<file path="src/rtl/ahs_regs.vh">
// ahs_regs.vh: register offsets, field positions, reset values, method codes
// assumes: included by the homing sequencer modules; definitions only
`ifndef AHS_REGS_VH
`define AHS_REGS_VH
// register offsets (word addresses on the plain port)
`define AHS_REG_CTRL      4'h0
`define AHS_REG_METHOD    4'h1
`define AHS_REG_OFFSET    4'h2
`define AHS_REG_TRAVEL    4'h3
`define AHS_REG_STATUS    4'h4
`define AHS_REG_POSITION  4'h5
`define AHS_REG_ZEROPOS   4'h6
// control bits (write one to act; pulses)
`define AHS_CTRL_START    0
`define AHS_CTRL_ABORT    1
`define AHS_CTRL_PWRON    2
// status bits
`define AHS_ST_BUSY       0
`define AHS_ST_DONE       1
`define AHS_ST_OVERRUN    2
`define AHS_ST_UNDEF      3
`define AHS_ST_DIR        4
`define AHS_ST_MOVE       5
// reset values
`define AHS_RST_METHOD    8'h00
`define AHS_RST_OFFSET    32'h00000000
`define AHS_RST_TRAVEL    32'h00010000
// method codes, signed 8 bit
`define AHS_M_INC_NEG     8'hfa
`define AHS_M_INC_POS     8'hf9
`define AHS_M_ABS         8'hfb
`define AHS_M_NOHOME      8'hfe
`define AHS_M_RESET       8'hff
`define AHS_M_BLK_NEG     8'hf8
`define AHS_M_BLK_POS     8'hf7
`endif

</file>
<file path="src/rtl/ahs_sync3.v">
// ahs_sync3.v: three flip-flop synchroniser with agreement filter
// assumes: asynchronous pin input, one clock domain mclk
`timescale 1ns/1ps
module ahs_sync3 (
  mclk,
  rst,
  pinIn,
  levelOut
);
  input  wire mclk;
  input  wire rst;
  input  wire pinIn;
  output reg  levelOut;

  reg s1Q;
  reg s2Q;
  reg s3Q;

  // first stage read only by the second; level moves when stages 2,3 agree
  always @(posedge mclk or posedge rst) begin
    if (rst) begin
      s1Q      <= 1'b0;
      s2Q      <= 1'b0;
      s3Q      <= 1'b0;
      levelOut <= 1'b0;
    end else begin
      s1Q <= pinIn;
      s2Q <= s1Q;
      s3Q <= s2Q;
      if (s2Q == s3Q) begin
        levelOut <= s3Q;
      end
    end
  end
endmodule // ahs_sync3

</file>
<file path="src/rtl/ahs_edge_unit.v">
// ahs_edge_unit.v: per-input synchroniser plus rise and fall pulses
// assumes: inputs are pins outside the mclk domain
`timescale 1ns/1ps
module ahs_edge_unit #(
  parameter N = 4
) (
  mclk,
  rst,
  pins,
  level,
  rise,
  fall
);
  input  wire         mclk;
  input  wire         rst;
  input  wire [N-1:0] pins;
  output wire [N-1:0] level;
  output wire [N-1:0] rise;
  output wire [N-1:0] fall;

  reg [N-1:0] prevQ;
  genvar i;

  // one filtered synchroniser per input
  generate
    for (i = 0; i < N; i = i + 1) begin : gSync
      ahs_sync3 uSync (
        .mclk     (mclk),
        .rst      (rst),
        .pinIn    (pins[i]),
        .levelOut (level[i])
      );
    end
  endgenerate

  // edge detection on the filtered levels
  always @(posedge mclk or posedge rst) begin
    if (rst) begin
      prevQ <= {N{1'b0}};
    end else begin
      prevQ <= level;
    end
  end
  assign rise = level & ~prevQ;
  assign fall = ~level & prevQ;
endmodule // ahs_edge_unit

</file>
<file path="src/rtl/ahs_homing_sequencer.v">
// ahs_homing_sequencer.v: homing sequencer for one servo axis
// assumes: motion profile follows moveEn/moveDir/backOff, position comes in
// as an absolute count on mclk, pins are asynchronous
//
// Contract
// block homing positive: after block, back off half travel, then zero.
// method -6 moves negative, -7 moves positive, incremental encoders.
// method -5 references at power-up: absolute position plus offset.
// repeating -5 with same offset gives same result; zero offset is raw.
// methods -4, -3, 15, 16 are undefined and do nothing.
// method -2: no motion, add offset, done at first power stage on.
// method -1: actual position becomes zero, then offset added.
// method 1: go negative, reverse on limit, zero pulse after limit fall.
// method 2: go positive, reverse on limit, zero pulse after limit fall.
// method 3: go positive, reverse on mark rise, pulse after mark fall.
// method 4: go negative, reverse on mark rise, pulse after mark fall.
// method 5: positive, or negative if mark inactive; pulse after fall.
// method 6: go negative, reverse on mark fall, pulse after mark rise.
// method 7: go positive, reverse on mark active, pulse after fall.
// method 8: mark active takes first pulse, else reverse, after rise.
// method 9: reverse when mark inactive, pulse after rise; active: first.
// method 10: pass the mark, first pulse after its falling edge.
// method 11: negative switch, reverse on mark, pulse after fall.
// method 12: mark active takes first pulse, else reverse, after rise.
// method 13: reverse past mark, pulse after rise; active: first pulse.
// method 14: reverse on mark active, first pulse after falling edge.
// methods 17 to 30 move as 1 to 14, zero taken at the edge.
// leaving the travel range stops the axis and flags overrun.
// done flag set when zero latched, cleared at each new run.
//
// Decided for this implementation: the register addresses and the plain strobed port.
`timescale 1ns/1ps
`include "ahs_regs.vh"
module ahs_homing_sequencer (
  mclk,
  rst,
  regAddr,
  regWdata,
  regWr,
  regRd,
  regRdata,
  limitNegPin,
  limitPosPin,
  refMarkPin,
  zeroPulsePin,
  blockHit,
  backOffDone,
  encAbsPos,
  actualPos,
  moveEn,
  moveDir,
  backOff,
  backOffDist,
  homeValid,
  homePos,
  homeDone,
  overrun
);
  input  wire        mclk;
  input  wire        rst;
  input  wire [3:0]  regAddr;
  input  wire [31:0] regWdata;
  input  wire        regWr;
  input  wire        regRd;
  output reg  [31:0] regRdata;
  input  wire        limitNegPin;
  input  wire        limitPosPin;
  input  wire        refMarkPin;
  input  wire        zeroPulsePin;
  input  wire        blockHit;
  input  wire        backOffDone;
  input  wire [31:0] encAbsPos;
  input  wire [31:0] actualPos;
  output reg         moveEn;
  output reg         moveDir;
  output reg         backOff;
  output reg  [31:0] backOffDist;
  output reg         homeValid;
  output reg  [31:0] homePos;
  output reg         homeDone;
  output reg         overrun;

  localparam S_IDLE   = 3'd0;
  localparam S_SEEK   = 3'd1;
  localparam S_ARM    = 3'd2;
  localparam S_WAITZ  = 3'd3;
  localparam S_BACK   = 3'd4;
  localparam S_LATCH  = 3'd5;

  // synchronised pins: 0 limitNeg, 1 limitPos, 2 mark, 3 zero pulse
  wire [3:0] lvl;
  wire [3:0] rise;
  wire [3:0] fall;

  ahs_edge_unit #(
    .N (4)
  ) uEdge (
    .mclk  (mclk),
    .rst   (rst),
    .pins  ({zeroPulsePin, refMarkPin, limitPosPin, limitNegPin}),
    .level (lvl),
    .rise  (rise),
    .fall  (fall)
  );

  reg [7:0]  methodQ;
  reg [31:0] offsetQ;
  reg [31:0] travelQ;
  reg [2:0]  stateQ;
  reg        undefQ;
  reg        pwrSeenQ;
  reg        useZeroQ;
  reg        armRiseQ;  // arming edge of the signal is a rise
  reg        sigMarkQ;  // watched signal is the mark, else the limit
  reg [31:0] startPosQ;
  reg [31:0] latchPosQ;

  wire        wrCtrl  = regWr && (regAddr == `AHS_REG_CTRL);
  wire        startCmd = wrCtrl && regWdata[`AHS_CTRL_START];
  wire        abortCmd = wrCtrl && regWdata[`AHS_CTRL_ABORT];
  wire        pwrCmd   = wrCtrl && regWdata[`AHS_CTRL_PWRON];
  wire signed [7:0] mS = $signed(methodQ);
  // standard methods folded onto 1..14, zero pulse unused for 17..30
  wire [7:0]  baseM   = (mS >= 8'sd17) ? methodQ - 8'd16 : methodQ;
  wire        noZero  = (mS >= 8'sd17) && (mS <= 8'sd30);
  wire        stdM    = (mS >= 8'sd1) && (mS <= 8'sd14) || noZero;
  wire        isUndef = (mS == -8'sd4) || (mS == -8'sd3) ||
                        (mS == 8'sd15) || (mS == 8'sd16);
  wire        limNeg  = lvl[0];
  wire        limPos  = lvl[1];
  wire        mark    = lvl[2];
  wire        zeroP   = rise[3];
  // the watched limit is fixed by the method, not by the present direction,
  // so the switch that reversed the axis is still the one watched afterwards
  wire        limSel  = (baseM == 8'd2);
  wire        watchRi = sigMarkQ ? rise[2] : (limSel ? rise[1] : rise[0]);
  wire        watchFa = sigMarkQ ? fall[2] : (limSel ? fall[1] : fall[0]);
  wire [31:0] travelD = actualPos - startPosQ;
  wire [31:0] travAbs = travelD[31] ? (~travelD + 32'h1) : travelD;

  // start direction per method: 1 is positive
  function startDir;
    input [7:0] m;
    input       mk;
    begin
      case (m)
        8'd1, 8'd4, 8'd6, 8'd11, 8'd12, 8'd13, 8'd14: startDir = 1'b0;
        8'd5: startDir = mk;
        default: startDir = 1'b1;
      endcase
    end
  endfunction

  // register writes
  always @(posedge mclk or posedge rst) begin
    if (rst) begin
      methodQ <= `AHS_RST_METHOD;
      offsetQ <= `AHS_RST_OFFSET;
      travelQ <= `AHS_RST_TRAVEL;
    end else if (regWr) begin
      case (regAddr)
        `AHS_REG_METHOD: methodQ <= regWdata[7:0];
        `AHS_REG_OFFSET: offsetQ <= regWdata;
        `AHS_REG_TRAVEL: travelQ <= regWdata;
        default: ;
      endcase
    end
  end

  // register reads, data one cycle after the strobe
  always @(posedge mclk or posedge rst) begin
    if (rst) begin
      regRdata <= 32'h0;
    end else if (regRd) begin
      case (regAddr)
        `AHS_REG_METHOD:   regRdata <= {24'h0, methodQ};
        `AHS_REG_OFFSET:   regRdata <= offsetQ;
        `AHS_REG_TRAVEL:   regRdata <= travelQ;
        `AHS_REG_STATUS:   regRdata <= {26'h0, moveEn, moveDir, undefQ,
                                        overrun, homeDone,
                                        (stateQ != S_IDLE)};
        `AHS_REG_POSITION: regRdata <= actualPos;
        `AHS_REG_ZEROPOS:  regRdata <= homePos;
        default:           regRdata <= 32'h0;
      endcase
    end else begin
      regRdata <= 32'h0;
    end
  end

  // homing state machine
  always @(posedge mclk or posedge rst) begin
    if (rst) begin
      stateQ      <= S_IDLE;
      moveEn      <= 1'b0;
      moveDir     <= 1'b0;
      backOff     <= 1'b0;
      backOffDist <= 32'h0;
      homeValid   <= 1'b0;
      homePos     <= 32'h0;
      homeDone    <= 1'b0;
      overrun     <= 1'b0;
      undefQ      <= 1'b0;
      pwrSeenQ    <= 1'b0;
      useZeroQ    <= 1'b0;
      armRiseQ    <= 1'b0;
      sigMarkQ    <= 1'b0;
      startPosQ   <= 32'h0;
      latchPosQ   <= 32'h0;
    end else begin
      homeValid <= 1'b0;
      backOff   <= 1'b0;
      if (pwrCmd) begin
        pwrSeenQ <= 1'b1;
      end
      if (abortCmd) begin
        stateQ <= S_IDLE;
        moveEn <= 1'b0;
      end else begin
        case (stateQ)
          S_IDLE: begin
            // first power stage on: -5 references, -2 reports done
            if (pwrCmd && !pwrSeenQ && mS == -8'sd5) begin
              homePos   <= encAbsPos + offsetQ;
              homeValid <= 1'b1;
              homeDone  <= 1'b1;
            end else if (pwrCmd && !pwrSeenQ && mS == -8'sd2) begin
              homePos   <= actualPos + offsetQ;
              homeValid <= 1'b1;
              homeDone  <= 1'b1;
            end else if (startCmd) begin
              homeDone  <= 1'b0;
              overrun   <= 1'b0;
              undefQ    <= 1'b0;
              startPosQ <= actualPos;
              useZeroQ  <= !noZero;
              // dispatch on the method code
              if (isUndef) begin
                undefQ <= 1'b1;
              end else if (mS == -8'sd5) begin
                latchPosQ <= encAbsPos;
                stateQ    <= S_LATCH;
              end else if (mS == -8'sd2) begin
                latchPosQ <= actualPos;
                stateQ    <= S_LATCH;
              end else if (mS == -8'sd1) begin
                latchPosQ <= 32'h0;
                stateQ    <= S_LATCH;
              end else if (mS == -8'sd6 || mS == -8'sd7 ||
                           mS == -8'sd8 || mS == -8'sd9) begin
                moveDir <= (mS == -8'sd7) || (mS == -8'sd9);
                moveEn  <= 1'b1;
                stateQ  <= (mS <= -8'sd8) ? S_SEEK : S_WAITZ;
              end else if (stdM) begin
                // methods 8, 9, 12, 13 with mark present at start: zero on first pulse
                sigMarkQ <= !(baseM == 8'd1 || baseM == 8'd2);
                moveDir  <= startDir(baseM, mark);
                moveEn   <= 1'b1;
                if ((baseM == 8'd8 || baseM == 8'd9 || baseM == 8'd12 ||
                     baseM == 8'd13) && mark) begin
                  if (noZero) begin
                    // no zero pulse in use: the active mark is the zero
                    latchPosQ <= actualPos;
                    moveEn    <= 1'b0;
                    stateQ    <= S_LATCH;
                  end else begin
                    stateQ <= S_WAITZ;
                  end
                end else begin
                  // 6,8,9,12,13 arm on mark rise; the rest on fall
                  armRiseQ <= (baseM == 8'd6 || baseM == 8'd8 ||
                               baseM == 8'd9 || baseM == 8'd12 ||
                               baseM == 8'd13);
                  stateQ   <= S_SEEK;
                end
              end else begin
                undefQ <= 1'b1;
              end
            end
          end
          S_SEEK: begin
            // block methods wait for the block, others for the reversal edge
            if (mS == -8'sd8 || mS == -8'sd9) begin
              if (blockHit) begin
                moveEn      <= 1'b0;
                backOff     <= 1'b1;
                backOffDist <= {1'b0, travelQ[31:1]};
                stateQ      <= S_BACK;
              end
            end else if (armRiseQ ? watchFa : watchRi) begin
              // reversal edge reached
              moveDir <= ~moveDir;
              if (baseM == 8'd10) begin
                moveDir <= moveDir;
              end
              stateQ  <= S_ARM;
            end
          end
          S_ARM: begin
            // arming edge: latch now, or wait for the zero pulse
            if (armRiseQ ? watchRi : watchFa) begin
              if (!useZeroQ) begin
                latchPosQ <= actualPos;
                moveEn    <= 1'b0;
                stateQ    <= S_LATCH;
              end else begin
                stateQ <= S_WAITZ;
              end
            end
          end
          S_WAITZ: begin
            // first zero pulse sets the zero point
            if (zeroP) begin
              latchPosQ <= actualPos;
              moveEn    <= 1'b0;
              stateQ    <= S_LATCH;
            end
          end
          S_BACK: begin
            // skip the pulse cycle: a done level left from before is stale
            if (backOffDone && !backOff) begin
              latchPosQ <= actualPos;
              stateQ    <= S_LATCH;
            end
          end
          S_LATCH: begin
            // apply the offset and report the new zero
            homePos   <= latchPosQ + offsetQ;
            homeValid <= 1'b1;
            homeDone  <= 1'b1;
            stateQ    <= S_IDLE;
          end
          default: stateQ <= S_IDLE;
        endcase
        // range supervision while moving
        if (moveEn && (stateQ != S_IDLE) && (travAbs > travelQ)) begin
          moveEn  <= 1'b0;
          overrun <= 1'b1;
          stateQ  <= S_IDLE;
        end
      end
    end
  end
endmodule // ahs_homing_sequencer

</file>
<file path="config.mk">
export PLATFORM = sky130hd
export DESIGN_NAME = ahs_homing_sequencer
export DESIGN_NICKNAME = d
export VERILOG_FILES = /design/src/rtl/ahs_sync3.v /design/src/rtl/ahs_edge_unit.v /design/src/rtl/ahs_homing_sequencer.v
export VERILOG_INCLUDE_DIRS = /design/src /design/src/rtl
export SDC_FILE = /design/constraint.sdc
export NUM_CORES = 1
export LEC_CHECK = 0
export BUFFER_PORTS_ARGS = -buffer_cell sky130_fd_sc_hd__buf_2
export CAP_MARGIN = 30
export CORE_ASPECT_RATIO = 1.75
export CORE_UTILIZATION = 60
export DETAILED_ROUTE_END_ITERATION = 8
export PLACE_DENSITY = 0.86
export SLEW_MARGIN = 20
export SYNTH_ARGS = -nofsm -noshare
export SYNTH_HDL_FRONTEND = slang
export SYNTH_HIERARCHICAL = 1
export SYNTH_SLANG_ARGS = --single-unit
export TNS_END_PERCENT = 5
</file>
<file path="constraint.sdc">
create_clock -name mclk -period 10.8 [get_ports mclk]
set_input_delay 0.54 -clock mclk [delete_from_list [all_inputs] [get_ports mclk]]
set_output_delay 0.54 -clock mclk [all_outputs]
set_load 0.1 [all_outputs]
</file>
# After elaboration in Yosys (flattened, before gate mapping)
# Index checks and enable logic that the tools add are counted.
classes:
  n_addsub: 6
  n_lt_le_gt_ge: 6
  n_eq_ne: 78
  mux: 106
  bitwise_logic: 15
  n_reduce_logical: 58
ops:
  columns: ["cell", "n"]
  rows:
  - ["$mux W32", 19]
  - ["$pmux W32 S6", 1]
  - ["$pmux W32 S4", 1]
  - ["$add A32 B32 Y32", 3]
  - ["$eq A8 B4 Y1 const B", 11]
  - ["$pmux W32 S2", 1]
  - ["$mux W3", 20]
  - ["$mux W1", 56]
  - ["$ne A4 B4 Y1 const B", 14]
  - ["$eq A8 B3 Y1 const B", 5]
  - ["$ne A5 B5 Y1 const B", 7]
  - ["$add A32 B1 Y32 const B", 1]
  - ["$gt A32 B32 Y1", 1]
  - ["$not A32 Y32", 1]
  - ["$sub A32 B32 Y32", 1]
  - ["$ne A2 B2 Y1 const B", 14]
  - ["$reduce_and A14 Y1", 2]
  - ["$logic_or A1 B1 Y1", 17]
  - ["$eq A8 B1 Y1 const B", 2]
  - ["$eq A8 B2 Y1 const B", 2]
  - ["$eq A8 B5 Y1 const B", 2]
  - ["$pmux W3 S5", 1]
  - ["$logic_and A1 B1 Y1", 13]
  - ["$reduce_and A13 Y1", 1]
  - ["41 further kinds", 73]
totals:
  regBits: 265
  inputBits: 110
  output_inout_bits: 102
  wordCells: 306

# Logic depth before layout (Yosys ltp)
# Gate-level depths: netlist of the first run.
depth:
  depth_word: 20
  ltp_mapped: 24
  mapped_depth_nobuf: 23

# By module
# The synthesis of the first run kept the hierarchy.
by_module_without_submodules:
  columns: ["module", "n_inst", "cells_each", "area_each_um2", "seq_area_each_um2"]
  rows:
  - ["ahs_homing_sequencer", 1, 1860, 16629.7, 6132.1]
  - ["ahs_sync3", 4, 6, 115.1, 100.1]
  - ["ahs_edge_unit", 1, 13, 173.9, 100.1]

# Least setup slack after synthesis of the first run
# No wires, ideal clock.
synth_timing:
  kind: "input-to-reg"
  startpoint: "in actualPos[0]"
  endpoint: "reg stateQ[1]"
  setup_ns: 0.082
  t_arrival_ns: 5.060
  required_time_ns: 10.718
  slack_ns: 5.658
  cell_stages: 22
  n_path_buf: 0
  path_cell_list: "inv_1 -> ha_1 -> inv_1 -> fa_1 -> a21o_1 -> a221oi_4 -> o21ai_1 -> xor2_1 -> a2111o_1 -> or4_4 -> or4_4 -> o21ai_2 -> xnor2_1 -> ha_1 -> a21o_1 -> a21oi_1 -> nor2b_1 -> a2111oi_0 -> o21a_1 -> a31o_2 -> o2111ai_1 -> o22ai_1"
synth_via:
  elab_chain_len: 8
  elab_cells_between_ends: 19
  cone_classes: "2 x add/sub; 1 x order compare; 10 x eq/ne; 3 x mux; 1 x bitwise; 2 x reduce/logical"
synth_lines:
  columns: ["item", "line_no", "rtl"]
  rows:
  - ["start, declared", "ahs_homing_sequencer.v:73", "input wire [31:0] actualPos;"]
  - ["$sub A32 B32 Y32 (*)", "ahs_homing_sequencer.v:138", "wire [31:0] travelD = actualPos - startPosQ;"]
  - ["$not A32 Y32", "ahs_homing_sequencer.v:139", "wire [31:0] travAbs = travelD[31] ? (~travelD + 32'h1) : travelD;"]
  - ["$add A32 B1 Y32", "ahs_homing_sequencer.v:139", null]
  - ["$mux W32 (*)", "ahs_homing_sequencer.v:139", null]
  - ["$gt A32 B32 Y1 (*)", "ahs_homing_sequencer.v:336", "if (moveEn && (stateQ != S_IDLE) && (travAbs > travelQ)) begin"]
  - ["$logic_and A1 B1 Y1 (*)", "ahs_homing_sequencer.v:336", null]
  - ["$ne A8 B8 Y1 (no source line), or another cell as far along", null, null]
  - ["$reduce_and A10 Y1 (no source line) or $mux W3 (tied branches)", null, null]
  - ["end signal, assigned", "ahs_homing_sequencer.v:253", "stateQ <= (mS <= -8'sd8) ? S_SEEK : S_WAITZ;"]
  - ["end, declared", "ahs_homing_sequencer.v:109", "reg [2:0] stateQ;"]
# Mark *: on every way between the ends. The rest lies on a longest branch, timed or not.
# A chain may end at the register's enable or synchronous reset.

# Worst setup path after layout of the first run
layout_timing:
  startpoint: "reg methodQ[4] (netlist: mS[4])"
  endpoint: "reg homePos[28]"
layout_via:
  elab_chain_len: 4
  elab_cells_between_ends: 8
  cone_classes: "3 x eq/ne; 2 x mux; 3 x reduce/logical"
layout_lines:
  columns: ["item", "line_no", "rtl"]
  rows:
  - ["start, declared", "ahs_homing_sequencer.v:106", "reg [7:0] methodQ;"]
  - ["start signal, assigned", "ahs_homing_sequencer.v:157", "methodQ <= `AHS_RST_METHOD;"]
  - ["start signal, assigned", "ahs_homing_sequencer.v:162", "`AHS_REG_METHOD: methodQ <= regWdata[7:0];"]
  - ["$eq A8 B4 Y1 or $eq A8 B2 Y1 (tied branches)", "ahs_homing_sequencer.v:223, ahs_homing_sequencer.v:227", null]
  - ["$logic_and A1 B1 Y1, on equally long branches", "ahs_homing_sequencer.v:223, ahs_homing_sequencer.v:227", null]
  - ["$ne A3 B3 Y1 (no source line) or $mux W32 (tied branches)", null, null]
  - ["$reduce_and A3 Y1 (no source line) or $pmux W32 S2 (tied branches)", null, null]
  - ["end signal, assigned", "ahs_homing_sequencer.v:224", "homePos <= encAbsPos + offsetQ;"]
  - ["end signal, assigned", "ahs_homing_sequencer.v:228", "homePos <= actualPos + offsetQ;"]
  - ["end signal, assigned", "ahs_homing_sequencer.v:328", "homePos <= latchPosQ + offsetQ;"]
  - ["end, declared", "ahs_homing_sequencer.v:79", "output reg [31:0] homePos;"]
# Parallel ways exist; a longest one is shown, timed or not.

==> run metrics, run 1 <==
status=completed; Worst-path clk slew=0.07 ns; Slew @ Worst Pin=1.055 ns; Die Ht=226.3 µm; total net switching power=2535 µW; Fin Hold WS=0.1043 ns; initial antenna violation count=7; final worst path period need=6.051 ns; critical path class=reg -> reg; Clock Path Buffers=3; Sink Count=265; post-CTS setup buffer count=0; final cycle utilization of the critical path=56.02%; Max stage delay on crit path=0.75 ns; Ys Warns=6; first-pass GRT wire length=88.45 mm; Pleak=0.009070 µW; Combinational Power Share=54.8%; Power Dens Cells=269.4 nW/µm²; Post-CTS Resized=0; DRC viols=0; final hold violations=0; HPWL Detailed=41.64 mm; Via density=6.591; DR vias=16200; crit path max fanout=32; Net Sw Frac=48.40%; Max Cap Viol=0; remaining antenna violation count=0; peak supply drop=0.0001602 V; DIE AREA=29470 µm²; Hold Crit Class=in -> reg; layout cell share with drive strength beyond 1=19.09%; Worst Path Required=11.18 ns; DP Cell Count=2406; Post-CTS Hold Buffers=1; Root Driver=clkbuf_16; # IOs=212; Max Freq=165.3 MHz; fin util=69.27%; largest net degree at the start of global routing=123; post-route setup slack=4.749 ns; Setup crit start kind=flip-flop; syn avg cell area=9.101 µm²; cell area after synthesis=17260 µm²; cell mode on critical path=a21oi_1; cell chain of the critical path=ha_1, and3_1, nand3_1, nor4_2, buf_4, mux2i_1, a21oi_1, ha_1, fa_1, a21o_1, a21oi_1, o211ai_1, a21oi_1, a211oi_1, nor3_1, nor2_1, a21oi_1, o311ai_0; Slew Viols, Final=0; Critical Path Start=mS[4]; worst skew pair latency=0.55 ns; Place WS=4.846 ns; normalized max-slew margin=29.09%; Iter 0 DRT Violations=1352; CTS tree=built; Int Power=2703 µW; Buffers & Inverters on Critical Path=1; clock share of power=17.0%; Fin Setup TNS=0 ns; PortBufs=210; Layout Cells excl Fill=2457; Die W=130.2 µm; Worst Clk Skew=0.01689 ns; wire per inst=23.79 µm; Net count, final=2273; Hold Crit Start=limitNegPin; synthesis-to-layout area growth=12.69%; worst endpoint data arrival time=6.43 ns; Initial Util=61.47%; drt pass-1 iters=6; Overflow after GRT=0; H-tree depth=1; Flop pwr share=28.2%; Setup-failing EPs final=0; vias in the first global route=16110; Routed Wire Length=58.45 mm; slowest stage cell, crit path=a21oi_1; Total GRT Usage=40.26%; GPL Wtd Cong=0.9836; syn nets=2107; Worst path top cell family by delay=compound AO/OA/AOI/OAI gates; Worst R2R Start=mS[4]; clock buffer count from CTS=25; post-synthesis cell count=1896; RSZ-0062 raised after global routing=no; Critical Path Sink Type=flip-flop; Row Count=81; core area=28070 µm²
==> cell usage in the layout (no fill, tap or decap), drive strengths merged, types with 11 or more instances in the layout <==
master    n
dfrtp   264
buf     231
nand2   177
a21oi   175
o21ai   141
inv     129
nor2    107
ha       99
mux2     76
a22oi    73
mux2i    72
xnor2    47
a21o     46
nor3b    38
clkbuf   36
xor2     28
nor3     27
nand3    25
and3     21
a31oi    20
nand4    18
o211ai   15
nand2b   14
or3      13
nor4     13
o21a     11
==> power groups by stage <==
stage               sequential, µW  combinational, µW  clock (µW)
finish                        1470               2870         890
global route                  1500               3100         929
CTS                           1460               2830         894
detailed placement            1480               2810           0
global placement              1470               2760           0
floorplan                     1900               1710           0
==> through the flow <==
step / power, µW / instance area [µm²]
global route: 5525 / 19440
floorplan: 3610 / 17260
CTS: 5188 / 19420
detailed placement: 4290 / 18600
finish: 5238 / 19440
global placement: 4230 / 18600
==> routing by layer <==
metal	GRT usage [%]	part of all wire [%]	vias to the layer above
met4	29.82	7.7	4
met3	8.731	8.5	282
met1	46.33	36	7834
met5	0	0.043	-
met2	65.10	48	912
li1	-	-	7163
==> cell type report <==
cell class / count / area [µm²]
multi-input cells: 1409 / 9804
fillers: 2224 / 8628
flip-flops and latches: 265 / 6633
repair buffers: 232 / 1222
clock buffers: 36 / 737.0
inverters: 129 / 491.7
well taps: 373 / 466.7
clock inverters: 9 / 80.08
diodes: 4 / 10.01
==> worst reg2reg max path, delay by kind of cell (launching register included) <==
family / cells / cell delay, ns
AND/OR/NAND/NOR: 5 / 1.47
AO/OA/AOI/OAI: 8 / 2.11
multiplexers: 1 / 0.27
buffers and inverters: 1 / 0.65
adder cells (fa/ha/maj): 3 / 0.90
flip-flops: 1 / 0.49
==> final timing paths <==
kind                                            end  slack [ns]  cells past startpoint
setup / recovery                        homePos[28]        4.75                     18
hold / removal             uEdge/gSync[0].uSync/s1Q        0.10                      1
max in group asynchronous             latchPosQ[13]        7.96                      5
min in group asynchronous  uEdge/gSync[0].uSync/s1Q        0.53                      3
hold reg to reg            uEdge/gSync[3].uSync/s2Q        0.35                      0
setup reg to reg                        homePos[28]        4.75                     18
==> registers in the layout (all words and copies together) (netlist names), 3 cells and up <==
| signal | flops |
|---|---|
| backOffDist | 31 |
| homePos | 32 |
| latchPosQ | 32 |
| mS | 8 |
| offsetQ | 32 |
| regRdata | 32 |
| startPosQ | 32 |
| stateQ | 3 |
| travelQ | 32 |
| uEdge/gSync.uSync/levelOut | 4 |
| uEdge/gSync.uSync/s1Q | 4 |
| uEdge/gSync.uSync/s2Q | 4 |
| uEdge/gSync.uSync/s3Q | 4 |
| uEdge/prevQ | 4 |
Power figures use the tool's default switching activity.
==> run 2: changes to the inputs <==
--- a/config.mk
+++ b/config.mk
@@ -9,9 +9,9 @@
 export BUFFER_PORTS_ARGS = -buffer_cell sky130_fd_sc_hd__buf_2
 export CAP_MARGIN = 30
 export CORE_ASPECT_RATIO = 1.75
-export CORE_UTILIZATION = 60
+export CORE_UTILIZATION = 54
 export DETAILED_ROUTE_END_ITERATION = 8
-export PLACE_DENSITY = 0.86
+export PLACE_DENSITY = 0.82
 export SLEW_MARGIN = 20
 export SYNTH_ARGS = -nofsm -noshare
 export SYNTH_HDL_FRONTEND = slang
==> constraint.sdc (replaced) <==
create_clock -name mclk -period 4.9 [get_ports mclk]
set_input_delay 0.245 -clock mclk [delete_from_list [all_inputs] [get_ports mclk]]
set_output_delay 0.245 -clock mclk [all_outputs]
set_load 0.1 [all_outputs]
==> run 2 against run 1 <==
  * Final cell count is 9.0% higher
  * First-iteration DRC count down 2.3%
  * Via count increased by 4.6%
  * Largest power group unchanged
  * Worst hold slack got worse by 0.092 ns
  * Critical endpoint is now stateQ[2]
  * The run now ends with negative setup slack left
  * Clock skew is 0.0028 ns lower
  * Routed wire length increased by 3.2%
==> run metrics, run 2 (synthesis gave the netlist of run 1 again) <==
status=finished with violations; failing checks=negative setup slack; Layout Cells excl Fill=2678 (+9.0%); DIE AREA=32700 µm² (+11%); Worst-path clk slew=0.07 ns (about the same); Int Power=6663 µW (+150%); Max Cap Viol=0 (unchanged); remaining antenna violation count=0 (unchanged); Worst R2R Start=startPosQ[0]; core area=31420 µm² (+12%); peak supply drop=0.0004963 V (+210%); Slew @ Worst Pin=0.9188 ns (-0.1367 ns); Die Ht=238.5 µm (+5.4%); normalized max-slew margin=38.28% (+9.2 points); Row Count=86 (+6.2%); Net count, final=2474 (+8.8%); final hold violations=0 (unchanged); Max Freq=194.2 MHz (+18%); # IOs=212 (unchanged); Routed Wire Length=60.32 mm (+3.2%); H-tree depth=1 (unchanged); drt pass-1 iters=6 (unchanged); wire per inst=22.52 µm (-5.3%); final cycle utilization of the critical path=105.1% (+49 points); Iter 0 DRT Violations=1321 (-2.3%); worst skew pair latency=0.55 ns (about the same); Die W=137.1 µm (+5.3%); Power Dens Cells=589.7 nW/µm² (+120%); first-pass GRT wire length=91.98 mm (+4.0%); Worst Path Required=5.37 ns (-5.81 ns); Slew Viols, Final=0 (unchanged); slowest stage cell, crit path=or4_4; synthesis-to-layout area growth=23.10%; DRC viols=0 (unchanged); final worst path period need=5.148 ns (-0.9024 ns); Clock Path Buffers=3 (unchanged); Critical Path Sink Type=flip-flop; met3 usage=6.713% (-2.0 points); commonest non-fill, non-tap cells in the layout=dfrtp_1 (264), buf_2 (210), buf_4 (176), nand2_1 (173), a21oi_1 (173); GPL Wtd Cong=0.9693 (-1.5%); Overflow after GRT=0 (unchanged); Combinational Power Share=58.2% (+3.4 points); Via density=6.326 (-4.0%); Net Sw Frac=46.81% (-1.6 points); HPWL Detailed=43.25 mm (+3.9%); DP Cell Count=2579 (+7.2%); Place WS=-0.3917 ns (-5.237 ns); Worst Clk Skew=0.01413 ns (-0.002755 ns); Hold Crit Class=in -> reg; Critical Path Start=startPosQ[0]; Fin Setup TNS=-0.9705 ns (-0.9705 ns); cell chain of the critical path=ha_2, inv_1, fa_2, a21o_1, a221oi_4, o21ai_2, xor2_1, a2111o_1, or4_4, or4_4, o21ai_2, xnor2_1, ha_1, a21o_1, a21oi_2, nor2b_1, a2111oi_2, o21a_1, a31o_4, o2111ai_2, o22ai_1; grt met1 use=41.35% (-5.0 points); Pleak=0.01004 µW (+11%); critical path class=reg -> reg; CTS tree=built; crit path max fanout=3 (-91%); Initial Util=54.92% (-6.5 points); RSZ-0062 raised after global routing=yes; clock share of power=16.6% (-0.4 points); Setup crit start kind=flip-flop; Flop pwr share=25.3% (-2.9 points); met2 Track Usage GR=63.05% (-2.0 points); DR vias=16940 (+4.6%); layout cell share with drive strength beyond 1=25.01% (+5.9 points); Sink Count=265 (unchanged); worst endpoint data arrival time=5.62 ns (-0.81 ns); Hold Crit Start=actualPos[22]; initial antenna violation count=6 (-1); post-route setup slack=-0.2482 ns (-4.998 ns); fin util=67.61% (-1.7 points); commonest non-fill, non-tap cell in the layout=dfrtp_1; clock buffer count from CTS=25 (unchanged); Root Driver=clkbuf_16; GRT Max-Usage Layer=met2; Max stage delay on crit path=0.55 ns (-0.20 ns); Total GRT Usage=37.38% (-2.9 points); # fillers=2496 (+12%); total net switching power=5863 µW (+130%); Setup-failing EPs final=5 (+5); largest net degree at the start of global routing=144 (+17%); PortBufs=210 (unchanged); vias in the first global route=17180 (+6.7%); Fin Hold WS=0.01204 ns (-0.09225 ns)
-- run 2: cell types whose count changed in the layout (fill, tap and decap cells not counted), sizes merged --
cell         change
buf            +159
bufinv           +3
clkbuf           +1
clkinv           -6
clkinvlp         +1
diode            -1
dlygate4sd3     +42
inv              -1
-- run 2: final cells by class --
class | count | area, µm² | share of cell area, %
inverters | 129 | 488.0 | 2.297
clock inverters | 6 | 136.4 | 0.6420
diodes | 3 | 7.507 | 0.03534
flip-flops and latches | 265 | 6633 | 31.22
repair buffers | 433 | 2869 | 13.51
multi-input cells | 1409 | 9902 | 46.62
well taps | 396 | 495.5 | 2.333
clock buffers | 37 | 710.7 | 3.346
-- run 2: power by group through the flow --
stage | Sequential [µW] | Combinational (µW) | Clock (µW)
3_3_place_gp | 3150 | 6800 | 0
2_1_floorplan | 4190 | 3770 | 0
3_5_place_dp | 3180 | 6960 | 0
5_1_grt | 3210 | 7810 | 2170
6_report | 3160 | 7290 | 2080
4_1_cts | 3150 | 7090 | 2090
-- run 2: routing by layer --
layer	share of wire, %	up-vias
met4	7.5	8
met3	8.2	307
met1	35	8123
li1	-	7575
met2	49	927
met5	0.076	-
-- run 2: what timing repair did --
action / CTS / global route
hold endpoints to repair: 100 / 0
pin swaps: 13 / 17
endpoints found under the setup margin: 5 / 15
resized for setup: 8 / 18
buffers inserted: 6 / 3
hold buffers: 43 / 0
-- run 2: final timing paths --
path | endpoint | cells past startpoint | slack [ns]
worst max-delay path | stateQ[2] | 21 | -0.25
worst min-delay path | startPosQ[22] | 3 | 0.01
worst max register to register | stateQ[2] | 21 | -0.25
worst min register to register | uEdge/gSync[3].uSync/s2Q | 0 | 0.35
max in group asynchronous | regRdata[13] | 4 | 3.64
min in group asynchronous | uEdge/gSync[3].uSync/s1Q | 3 | 0.20
-- run 2: critical path, delay by kind of cell (launching register included) --
family	cells	cell delay [ns]
simple gates	3	1.07
compound gates	12	2.48
fa+ha+maj	3	0.82
buf+inv	1	0.06
xor+xnor	2	0.28
flops	1	0.35
-- run 2: stage by stage --
stage	instance area [µm²]	total power [µW]
2_1_floorplan	17260	7958
3_3_place_gp	19770	9946
3_5_place_dp	19780	10140
4_1_cts	21120	12330
5_1_grt	21240	13190
6_report	21240	12530
==> run 3: changes to the inputs <==
--- a/config.mk
+++ b/config.mk
@@ -9,9 +9,9 @@
 export BUFFER_PORTS_ARGS = -buffer_cell sky130_fd_sc_hd__buf_2
 export CAP_MARGIN = 30
 export CORE_ASPECT_RATIO = 1.75
-export CORE_UTILIZATION = 54
+export CORE_UTILIZATION = 45
 export DETAILED_ROUTE_END_ITERATION = 8
-export PLACE_DENSITY = 0.82
+export PLACE_DENSITY = 0.71
 export SLEW_MARGIN = 20
 export SYNTH_ARGS = -nofsm -noshare
 export SYNTH_HDL_FRONTEND = slang
==> run 3 against run 2 <==
  * The flow still finishes with violations (negative setup slack)
  * Die area rose by 20%
  * Clock power barely moved
  * Flip-flop and latch count did not move
  * Core utilization fell by 10 points
  * Total power rose by 0.25%
  * Final area rose by 2.0%
  * Register-to-register slack got worse by 0.03 ns
==> run metrics, run 3 (synthesis gave the netlist of run 1 again) <==
Min-Delay Endpoint=startPosQ[25]; R2R setup slack=-0.28 ns (-0.03 ns); normalized max-slew margin=34.43% (-3.9 points); Slew @ Worst Pin=0.9836 ns (+0.06485 ns); Die Ht=261.0 µm (+9.5%); PortBufs=210 (unchanged); final hold violations=0 (unchanged); Buffers & Inverters on Critical Path=3 (+2); wire per inst=22.02 µm (-2.2%); Slew Viols, Final=0 (unchanged); Total GRT Usage=31.26% (-6.1 points); remaining antenna violation count=0 (unchanged); hold path depth=3 (unchanged); critical path class=reg -> reg; Sink Count=265 (unchanged); Setup crit start kind=flip-flop; worst endpoint data arrival time=5.65 ns (+0.03 ns); DIE AREA=39160 µm² (+20%); Total Power=12560 µW (+0.25%); Worst path top cell family by delay=simple AND/OR/NAND/NOR gates; Setup-failing EPs final=5 (unchanged); clock buffer count from CTS=26 (+4.0%); Max Cap Viol=0 (unchanged); slowest stage cell, crit path=or4_4; Via density=5.958 (-5.8%); first-pass GRT wire length=92.60 mm (+0.68%); Row Count=94 (+9.3%); Power Dens Cells=579.5 nW/µm² (-1.7%); layout cell share with drive strength beyond 1=26.42% (+1.4 points); initial antenna violation count=5 (-1); DRC viols=0 (unchanged); final worst path period need=5.179 ns (+0.03061 ns); Ant. Diodes=0 (-3); Hold Crit Class=in -> reg; Max stage delay on crit path=0.52 ns (-0.03 ns); largest net degree at the start of global routing=129 (-10%); Overflow after GRT=0 (unchanged); RSZ-0062 raised after global routing=yes; vias in the first global route=16670 (-3.0%); Layout Cells excl Fill=2789 (+4.1%); Clock Path Buffers=3 (unchanged); worst skew pair latency=0.58 ns (+0.03 ns); Iter 0 DRT Violations=1219 (-7.7%); Die W=150.0 µm (+9.4%); cell chain of the critical path=inv_1, ha_1, a21o_4, nor2_4, a211oi_2, or3_4, a2111o_1, buf_4, or4_4, nor4_4, buf_4, a21oi_1, xor2_1, ha_1, nand4_1, nor2_2, and3b_1, nand2_2, or3_4, nand3_2, a31o_4, o2111ai_4, o22ai_2; Worst Path Required=5.37 ns (about the same); commonest non-fill, non-tap cell in the layout=dfrtp_1; Pleak=0.01021 µW (+1.7%); DR vias=16620 (-1.9%); synthesis-to-layout area growth=25.59%; HPWL Detailed=45.53 mm (+5.3%); crit path max fanout=4 (+1); failing checks=negative setup slack; Critical Path Sink Type=flip-flop; Routed Wire Length=61.41 mm (+1.8%); Crit Reg-Reg Endpoint=stateQ[2]; Worst Clk Skew=0.03719 ns (+0.02305 ns); Root Driver=clkbuf_16; status=finished with violations; Max Freq=193.1 MHz (-0.59%); commonest non-fill, non-tap cells in the layout=dfrtp_1 (264), buf_2 (210), buf_4 (197), a21oi_1 (174), nand2_1 (172); H-tree depth=1 (unchanged); peak supply drop=0.0003228 V (-35%); Worst R2R Start=startPosQ[4]; R2R cell count=23 (+9.5%); DP Cell Count=2686 (+4.1%); Worst-path clk slew=0.07 ns (about the same); Hold Crit Start=actualPos[25]; Initial Util=45.85% (-9.1 points); # IOs=212 (unchanged); core area=37640 µm² (+20%); post-route setup slack=-0.2789 ns (-0.03061 ns); CTS tree=built; drt pass-1 iters=6 (unchanged); final cycle utilization of the critical path=105.7% (+0.62 points); Net count, final=2502 (+1.1%); GPL Wtd Cong=0.9243 (-4.6%)
run 3: cell count changes in the layout (fill, tap and decap cells not counted), moves of 3 or more:
cell and delta:
clkinv_2 +6, diode_2 -3, buf_4 +21, clkbuf_8 -3, clkbuf_1 -5, clkinvlp_4 +3
dlygate4sd3_1 +3
run 3: layout make-up:
cell class	count	area [µm²]
fill	3405	15970
multi-input combinational	1409	9977
sequential	265	6633
timing repair buffer	460	3104
clock buffer	31	700.7
tap	480	600.6
inverter	129	488.0
clock inverter	15	167.7
run 3: timing repair:
item,in CTS,in global routing
hold buffers,46,0
setup endpoints to repair,5,13
buffers inserted,5,5
pin swaps,18,16
gates resized for setup,17,20
hold endpoints to repair,142,0
run 3: where the power goes:
| part | switching (µW) | internal, µW | total, µW | leakage, µW |
|---|---|---|---|---|
| registers | 409 | 2740 | 3150 | 0.00324 |
| clock network | 928 | 1180 | 2110 | 0.000419 |
| logic | 4530 | 2780 | 7300 | 0.00655 |
| total | 5860 | 6690 | 12600 | 0.0102 |
run 3: worst max-delay path by stage:
stage | slack (ns) | start | cells past startpoint | endpoint
6_report | -0.28 | startPosQ[4] | 23 | stateQ[2]
5_1_grt | -0.48 | startPosQ[0] | 23 | stateQ[2]
4_1_cts | -0.29 | startPosQ[1] | 23 | stateQ[2]
3_5_place_dp | -0.48 | actualPos[0] | 23 | stateQ[2]
3_3_place_gp | -0.38 | actualPos[0] | 24 | stateQ[1]
2_1_floorplan | -0.20 | mS[6] | 18 | homePos[29]
run 3: worst register-to-register path, cell delays in order, from the launching register on:
cell	delay [ns]
dfrtp_1	0.37
inv_1	0.07
ha_1	0.27
a21o_4	0.26
nor2_4	0.12
a211oi_2	0.08
or3_4	0.40
a2111o_1	0.46
buf_4	0.15
or4_4	0.52
nor4_4	0.24
buf_4	0.18
a21oi_1	0.07
xor2_1	0.14
ha_1	0.31
nand4_1	0.14
nor2_2	0.15
and3b_1	0.20
nand2_2	0.07
or3_4	0.33
nand3_2	0.09
a31o_4	0.13
o2111ai_4	0.15
o22ai_2	0.17
run 3: through the flow:
step	setup slack [ns]	TNS [ns]	hold WS, ns	area [µm²]	utilization, %
6_report	-0.2789	-1.060	0.02639	21670	57.58
5_1_grt	-0.4842	-2.105	0.01811	21670	57.58
4_1_cts	-0.2890	-1.077	0.0003421	21520	57.18
3_5_place_dp	-0.4794	-2.060	0.2074	20070	53.34
3_3_place_gp	-0.3818	-1.666	0.2026	20040	53.25
2_1_floorplan	-0.2022	-0.6509	0.01108	17260	-
run 3: metal layers:
metal  global-route usage (%)  up-vias  wire length, µm
met4                    19.73       10             4079
met1                    35.69     8073            22560
met2                    54.76      688            30710
met5                        0        -               66
li1                         -     7630                -
met3                    4.059      217             3994
